### src/logic/can_msg_buffer_pkg.sv
// package: register map, field layout and frame header types for the message buffer
package can_msg_buffer_pkg;

   // register indices on the plain register port
   localparam logic [3:0] IDR_HIGH_ADDR   = 4'h0; // standard_identifier_high_byte / ext id[28:21]
   localparam logic [3:0] IDR_LOW_ADDR    = 4'h1; // standard_identifier_low_bits / ext id[20:15],srr,ide
   localparam logic [3:0] IDR_EXT2_ADDR   = 4'h2; // ext id[14:7]
   localparam logic [3:0] IDR_EXT3_ADDR   = 4'h3; // extended_identifier_low_byte
   localparam logic [3:0] LEN_ADDR        = 4'h4; // length_code in bits 3:0
   localparam logic [3:0] CTRL_ADDR       = 4'h5; // bit0: buffer is transmit (1) or receive (0)
   localparam logic [3:0] STATUS_ADDR     = 4'h6; // bit0 frame received, bits 7:4 byte count

   // field positions
   localparam int EXT_RTR_BIT      = 0;
   localparam int STD_RTR_BIT      = 4;
   localparam int STD_IDE_BIT      = 3;
   localparam int EXT_IDE_BIT      = 3;
   localparam int EXT_SRR_BIT      = 4;

   localparam int STD_ID_W         = 11;
   localparam int EXT_ID_W         = 29;
   localparam int HEADER_W         = 32; // id(29) + rtr + ide + spare
   localparam int MAX_BYTES        = 8;
   localparam logic [3:0] MAX_LEN  = 4'h8;

   // frame header as it travels between buffer and bit engine
   typedef struct packed {
      logic [EXT_ID_W-1:0] id;     // standard ids sit in id[10:0]
      logic                extended_format_flag;
      logic                remote_request_flag;
      logic [3:0]          len;
   } frame_hdr_s;

   // serialiser states, gray along id -> rtr -> len
   typedef enum logic [1:0] {
      SER_IDLE = 2'b00,
      SER_ID   = 2'b01,
      SER_CTL  = 2'b11,
      SER_LEN  = 2'b10
   } ser_state_e;

endpackage : can_msg_buffer_pkg

### src/logic/can_msg_buffer_id_dlc.sv
// message buffer identifier / remote-request / length-code registers with header serialiser
//
// Summary of operation
// - extended id is 29 bits, msb first
// - smallest identifier wins arbitration within one format; standard beats extended
// - ext low byte: id[6:0], remote flag bit0
// - receive loads remote flag from frame
// - transmit sends remote flag: 0 data, 1 remote
// - standard id 11 bits, msb first, high byte
// - std low: id[2:0], remote, extended flag
// - length code 0..8 gives byte count
//
// The register addresses and the address-and-strobe port were chosen for this implementation.
`timescale 1ns/1ps
`default_nettype none

module can_msg_buffer_id_dlc (
   input  wire logic                             clk_in,
   input  wire logic                             reset_n_in,
   input  wire logic [3:0]                       addr_in,
   input  wire logic [7:0]                       wdata_in,
   input  wire logic                             wr_in,
   input  wire logic                             rd_in,
   output logic      [7:0]                       rdata_out,
   input  wire logic                             rx_valid_in,
   input  wire can_msg_buffer_pkg::frame_hdr_s   rx_hdr_in,
   input  wire logic                             tx_start_in,
   input  wire logic [can_msg_buffer_pkg::EXT_ID_W-1:0] arb_id_in,
   input  wire logic                             arb_ide_in,
   output logic                                  tx_bit_out,
   output logic                                  tx_busy_out,
   output logic                                  tx_wins_out,
   output logic      [3:0]                       byte_count_out
);

   // ---------------------------------------------------------------------
   // helpers
   // ---------------------------------------------------------------------
   // codes above eight are clamped to eight bytes
   function automatic logic [3:0] len_to_bytes(input logic [3:0] len);
      len_to_bytes = (len > can_msg_buffer_pkg::MAX_LEN) ? can_msg_buffer_pkg::MAX_LEN : len;
   endfunction : len_to_bytes

   // ---------------------------------------------------------------------
   // register state
   // ---------------------------------------------------------------------
   logic [7:0] idr_q [4];
   logic [7:0] idr_d [4];
   logic [3:0] len_q, len_d;
   logic       is_tx_q, is_tx_d;
   logic       rx_flag_q, rx_flag_d;
   logic [7:0] rdata_q, rdata_d;
   logic [3:0] bytes_q, bytes_d;

   // rx frame image laid out in register form
   logic [7:0] rx_img [4];
   always_comb begin
      rx_img[0] = 8'h00;
      rx_img[1] = 8'h00;
      rx_img[2] = 8'h00;
      rx_img[3] = 8'h00;
      if (rx_hdr_in.extended_format_flag) begin
         rx_img[0] = rx_hdr_in.id[28:21];
         rx_img[1] = {rx_hdr_in.id[20:18], 1'b1, 1'b1, rx_hdr_in.id[17:15]};
         rx_img[2] = rx_hdr_in.id[14:7];
         rx_img[3] = {rx_hdr_in.id[6:0], rx_hdr_in.remote_request_flag};
      end else begin
         rx_img[0] = rx_hdr_in.id[10:3];
         rx_img[1] = {rx_hdr_in.id[2:0], rx_hdr_in.remote_request_flag, 1'b0, 3'h0};
      end
   end

   always_comb begin
      for (int i = 0; i < 4; i++) begin
         idr_d[i] = idr_q[i];
      end
      len_d     = len_q;
      is_tx_d   = is_tx_q;
      rx_flag_d = rx_flag_q;
      rdata_d   = 8'h00;
      if (wr_in) begin
         if (addr_in <= can_msg_buffer_pkg::IDR_EXT3_ADDR) begin
            idr_d[addr_in[1:0]] = wdata_in;
         end
         if (addr_in == can_msg_buffer_pkg::LEN_ADDR) begin
            len_d = wdata_in[3:0];
         end
         if (addr_in == can_msg_buffer_pkg::CTRL_ADDR) begin
            is_tx_d = wdata_in[0];
         end
         if (addr_in == can_msg_buffer_pkg::STATUS_ADDR && wdata_in[0]) begin
            rx_flag_d = 1'b0;
         end
      end
      // in receive mode a frame in the same cycle as a software write or clear wins
      if (rx_valid_in && !is_tx_q) begin
         for (int i = 0; i < 4; i++) begin
            idr_d[i] = rx_img[i];
         end
         len_d     = rx_hdr_in.len;
         rx_flag_d = 1'b1;
      end
      bytes_d = len_to_bytes(len_d);
      if (rd_in) begin
         case (addr_in)
            can_msg_buffer_pkg::IDR_HIGH_ADDR: rdata_d = idr_q[0];
            can_msg_buffer_pkg::IDR_LOW_ADDR:  rdata_d = idr_q[1];
            can_msg_buffer_pkg::IDR_EXT2_ADDR: rdata_d = idr_q[2];
            can_msg_buffer_pkg::IDR_EXT3_ADDR: rdata_d = idr_q[3];
            can_msg_buffer_pkg::LEN_ADDR:      rdata_d = {4'h0, len_q};
            can_msg_buffer_pkg::CTRL_ADDR:     rdata_d = {7'h00, is_tx_q};
            can_msg_buffer_pkg::STATUS_ADDR:   rdata_d = {bytes_q, 3'h0, rx_flag_q};
            default:                           rdata_d = 8'h00;
         endcase
      end
   end

   // id bytes have no reset value; cleared anyway so outputs are defined
   always_ff @(posedge clk_in or negedge reset_n_in) begin
      if (!reset_n_in) begin
         for (int i = 0; i < 4; i++) begin
            idr_q[i] <= 8'h00;
         end
         len_q     <= 4'h0;
         is_tx_q   <= 1'b0;
         rx_flag_q <= 1'b0;
         rdata_q   <= 8'h00;
         bytes_q   <= 4'h0;
      end else begin
         for (int i = 0; i < 4; i++) begin
            idr_q[i] <= idr_d[i];
         end
         len_q     <= len_d;
         is_tx_q   <= is_tx_d;
         rx_flag_q <= rx_flag_d;
         rdata_q   <= rdata_d;
         bytes_q   <= bytes_d;
      end
   end

   // ---------------------------------------------------------------------
   // decoded transmit header
   // ---------------------------------------------------------------------
   logic                                     ide_w;
   logic                                     rtr_w;
   logic [can_msg_buffer_pkg::EXT_ID_W-1:0]  id_w;
   always_comb begin
      ide_w = idr_q[1][can_msg_buffer_pkg::STD_IDE_BIT];
      if (ide_w) begin
         id_w  = {idr_q[0], idr_q[1][7:5], idr_q[1][2:0], idr_q[2], idr_q[3][7:1]};
         rtr_w = idr_q[3][can_msg_buffer_pkg::EXT_RTR_BIT];
      end else begin
         id_w  = {18'h00000, idr_q[0], idr_q[1][7:5]};
         rtr_w = idr_q[1][can_msg_buffer_pkg::STD_RTR_BIT];
      end
   end

   // ---------------------------------------------------------------------
   // header serialiser: id msb first, then rtr, then length code
   // ---------------------------------------------------------------------
   can_msg_buffer_pkg::ser_state_e st_q, st_d;
   logic [4:0] cnt_q, cnt_d;
   logic       bit_q, bit_d;
   logic       busy_q, busy_d;
   logic       wins_q, wins_d;

   always_comb begin
      st_d   = st_q;
      cnt_d  = cnt_q;
      bit_d  = 1'b1;
      busy_d = 1'b1;
      // lower id compares smaller; equal ids tie in our favour
      wins_d = (ide_w == arb_ide_in) ? (id_w <= arb_id_in) : !ide_w;
      case (st_q)
         can_msg_buffer_pkg::SER_IDLE: begin
            busy_d = 1'b0;
            if (tx_start_in && is_tx_q) begin
               st_d   = can_msg_buffer_pkg::SER_ID;
               cnt_d  = ide_w ? 5'(can_msg_buffer_pkg::EXT_ID_W - 1)
                              : 5'(can_msg_buffer_pkg::STD_ID_W - 1);
               busy_d = 1'b1;
            end
         end
         can_msg_buffer_pkg::SER_ID: begin
            bit_d = id_w[cnt_q];
            if (cnt_q == 5'h00) begin
               st_d = can_msg_buffer_pkg::SER_CTL;
            end else begin
               cnt_d = cnt_q - 5'h01;
            end
         end
         can_msg_buffer_pkg::SER_CTL: begin
            bit_d = rtr_w;
            st_d  = can_msg_buffer_pkg::SER_LEN;
            cnt_d = 5'h03;
         end
         can_msg_buffer_pkg::SER_LEN: begin
            bit_d = len_q[cnt_q[1:0]];
            if (cnt_q == 5'h00) begin
               st_d = can_msg_buffer_pkg::SER_IDLE;
            end else begin
               cnt_d = cnt_q - 5'h01;
            end
         end
         default: begin
            st_d = can_msg_buffer_pkg::SER_IDLE;
         end
      endcase
   end

   always_ff @(posedge clk_in or negedge reset_n_in) begin
      if (!reset_n_in) begin
         st_q   <= can_msg_buffer_pkg::SER_IDLE;
         cnt_q  <= 5'h00;
         bit_q  <= 1'b1;
         busy_q <= 1'b0;
         wins_q <= 1'b0;
      end else begin
         st_q   <= st_d;
         cnt_q  <= cnt_d;
         bit_q  <= bit_d;
         busy_q <= busy_d;
         wins_q <= wins_d;
      end
   end

   assign rdata_out      = rdata_q;
   assign tx_bit_out     = bit_q;
   assign tx_busy_out    = busy_q;
   assign tx_wins_out    = wins_q;
   assign byte_count_out = bytes_q;

endmodule : can_msg_buffer_id_dlc

`default_nettype wire

### config.mk
export PLATFORM = sky130hd
export DESIGN_NAME = can_msg_buffer_id_dlc
export DESIGN_NICKNAME = d
export VERILOG_FILES = /design/src/logic/can_msg_buffer_pkg.sv /design/src/logic/can_msg_buffer_id_dlc.sv
export SDC_FILE = /design/constraint.sdc
export NUM_CORES = 1
export LEC_CHECK = 0
export ABC_AREA = 1
export BUFFER_PORTS_ARGS = -buffer_cell sky130_fd_sc_hd__buf_2
export CAP_MARGIN = 40
export CORE_UTILIZATION = 60
export DETAILED_ROUTE_END_ITERATION = 7
export HOLD_SLACK_MARGIN = 0.06
export PLACE_DENSITY = 0.93
export SETUP_SLACK_MARGIN = 0.05
export SLEW_MARGIN = 20
export SYNTH_ARGS = -nofsm -noshare
export SYNTH_HDL_FRONTEND = slang
export SYNTH_SLANG_ARGS = --single-unit
### constraint.sdc
create_clock -name clk_in -period 4.6 [get_ports clk_in]
set_clock_uncertainty 0.2 [all_clocks]
set_input_delay 0.46 -clock clk_in [delete_from_list [all_inputs] [get_ports clk_in]]
set_output_delay 0.46 -clock clk_in [all_outputs]
set_load 0.01 [all_outputs]
==> impl_metrics.env <==
export IMPL_cts_repair_resized=0
export IMPL_path_cells="inv_1 -> nand2_1 -> inv_1 -> o21ai_0 -> o22ai_1 -> nand2_1 -> o21ai_0"
export IMPL_r2r_cells=7
export IMPL_grt_max_degree=60
export IMPL_wirelength_um=13770
export IMPL_finalNonFillerCells=870
export IMPL_dr_pass1_iters=5
export IMPL_route_detailed_drc=0
export IMPL_tritoncts="done"
export IMPL_critPathLaunchType="register"
export IMPL_finalHoldViolCount=0
export IMPL_core_mm2=0.007331
export IMPL_pwr_density_cell_mw_per_mm2=469.6
export IMPL_final_cell_mix="170 x nand2_1, 111 x inv_1, 97 x buf_2"
export IMPL_htreeDepth=3
export IMPL_synth_area_mm2=0.004596
export IMPL_fp_dieH_um=89.52
export IMPL_power_leakage_nw=2.929
export IMPL_internal_power_w=0.001348
export IMPL_clock_tree_buffer_depth=2
export IMPL_clk_pin_slew_ps=80
export IMPL_finalSetupViolations=0
export IMPL_io_pins=98
export IMPL_drt_initial_drc_count=392
export IMPL_finalCritPeriodShare_pct=59.37
export IMPL_ys_ff_latch=59
export IMPL_wl_per_cell_um=15.83
export IMPL_syn_area_per_cell_um2=6.798
export IMPL_switching_share_pct=45.76
export IMPL_grt_pass1_vias=4589
export IMPL_comb_power_share_pct=47.1
export IMPL_timing_final_ws_setup_ps=1869
export IMPL_yosysTopAreaCell="dfrtp_1"
export IMPL_critPathCaptureType="register"
export IMPL_num_rows=31
export IMPL_fmax_mhz=366.2
export IMPL_grt_pass1_wl_um=21600
export IMPL_worst_pin_slew_ps=798.6
export IMPL_ys_flop_type="dfrtp_1"
export IMPL_r2r_end="idr_q[25]"
export IMPL_synth_top_cell_area_share_pct=31.58
export IMPL_nets=884
export IMPL_antenna_cells=0
export IMPL_antenna_found_initial=0
export IMPL_layout_drive_gt1_share_pct=17.25
export IMPL_route_vias_total=5010
export IMPL_cts_hold_buf=0
export IMPL_root_buffer="clkbuf_8"
export IMPL_ys_types=35
export IMPL_ant_nets=0
export IMPL_critical_path_arrival_ps=2770
export IMPL_yosys_warnings=0
export IMPL_overflow=0
export IMPL_critPathKind="register to register"
export IMPL_insertion_delay_ps=340
export IMPL_track_usage_pct=36.30
export IMPL_slowest_delay_ps=810
export IMPL_start_util_pct=62.69
export IMPL_syn_inst=676
export IMPL_post_cts_buffers=0
export IMPL_layout_commonest_cell="nand2_1"
export IMPL_numClockSinks=59
export IMPL_outcome="finished, final reports clean"
export IMPL_crit_family="buffers and inverters"
export IMPL_synth_edf_count=0
export IMPL_place_gp_congestion=0.9133
export IMPL_max_cap_violations=0
export IMPL_async_flop_share_pct=100.0
export IMPL_pre_cts_ws_ps=1970
export IMPL_fp_dieArea_mm2=0.008014
export IMPL_place_inst=854
export IMPL_seq_area_frac_synth_pct=32.15
export IMPL_crit_fanout=32
export IMPL_tns_ps=0
export IMPL_cts_buffers=9
export IMPL_cp_num_buf_inv=2
export IMPL_syn_to_final_growth_pct=15.11
export IMPL_period_needed_ps=2731
export IMPL_slew_headroom_pct=46.70
export IMPL_rsz0062_at_grt="no"
export IMPL_p_sw_w=0.001137
export IMPL_reg2reg_from="is_tx_q"
export IMPL_die_x_um=89.52
export IMPL_maxSlewViolCount=0
export IMPL_numPortBuffers=97
export IMPL_cpMaxStageDelayCell="inv_1"
export IMPL_hpwl_um=10760
export IMPL_hold_path_class="input port to async pin"
export IMPL_p_seq_share_pct=33.3
export IMPL_crit_required_ps=4640
export IMPL_syn_nets=794
export IMPL_peakVddDrop_mv=0.2177
export IMPL_drt_vias_per_instance=5.759
export IMPL_synth_top_cells_by_area="dfrtp_1 32%, nand2_1 14%, ha_1 9.5%"
export IMPL_pwr_share_clk_pct=19.6
export IMPL_rrSetupSlack_ps=1870
## power by group through the flow
stage               registers, W  clock network (W)  logic, W
floorplan               0.000768                  0  0.000859
global placement        0.000840                  0   0.00106
detailed placement      0.000830                  0   0.00113
CTS                     0.000820           0.000483   0.00114
global route            0.000841           0.000504   0.00130
finish                  0.000826           0.000487   0.00117
## cell type report
class	count	area, um^2
clock buffer	10	137.6
clock inverter	6	63.81
fill	626	2041
inverter	119	446.7
multi-input combinational	478	2532
sequential	59	1478
tap	99	123.9
timing repair buffer	99	508.0
## synth_stat cells (2+ instances only)
library cell and instances:
nor2_1 50, ha_1 35, nand2_1 170, a21oi_1 25, o21ai_1 2, and2_1 2, o211ai_1 3, buf_2 6
buf_6 5, inv_2 8, o21ai_0 77, a211oi_1 7, nor3_1 4, dfrtp_1 58, o21a_1 5, a31oi_1 5
o221ai_1 3, nor2_4 2, inv_1 111, clkbuf_1 3, o22ai_1 27, nand4_1 4, nand3_1 47, nand2_2 2
buf_4 5
## flip-flops by register name, summed over array words and instances, names as in the netlist
signal	cells
rx_flag_q	1
cnt_q	5
byte_count_out	4
tx_busy_out	1
st_q	2
tx_wins_out	1
is_tx_q	1
idr_q	31
ide_w	1
tx_bit_out	1
len_q	3
rdata_out	8
## metal layers
metal	vias to the layer above	routed length (um)	global-route usage, %
li1	2383	-	-
met3	60	1206	7.202
met1	2260	5580	45.35
met5	-	0	0
met2	307	6322	58.99
met4	0	665	20.20
## cells by family (layout without fill, tap and decap cells)
| group | count (synthesis) | after routing | synth area share (%) |
|---|---|---|---|
| xor+xnor | 2 | 2 | 0.3812 |
| flops | 59 | 59 | 32.15 |
| buf+inv | 139 | 234 | 12.74 |
| simple gates | 284 | 284 | 25.86 |
| compound gates | 157 | 157 | 19.33 |
| fa+ha+maj | 35 | 35 | 9.529 |
## metrics by stage
step / cell area (um^2) / hold slack (ps) / power [W] / utilization [%]
2_1_floorplan: 4596 / -35.59 / 0.001627 / -
3_3_place_gp: 5074 / 277.6 / 0.001905 / 69.21
3_5_place_dp: 5089 / 310.7 / 0.001961 / 69.41
4_1_cts: 5290 / 89.53 / 0.002446 / 72.16
5_1_grt: 5290 / 129.7 / 0.002647 / 72.16
6_report: 5290 / 54.54 / 0.002484 / 72.16
## how the worst max path moves through the flow
stage,from,to,slack [ps],depth (start not counted)
6_report,is_tx_q,idr_q[25],1870,7
5_1_grt,is_tx_q,idr_q[21],1680,7
4_1_cts,is_tx_q,idr_q[25],1970,7
3_5_place_dp,rx_valid_in,idr_q[25],1970,7
3_3_place_gp,ide_w,tx_wins_out,1920,9
2_1_floorplan,ide_w,tx_wins_out,2640,12
Power figures use the tool's default switching activity.
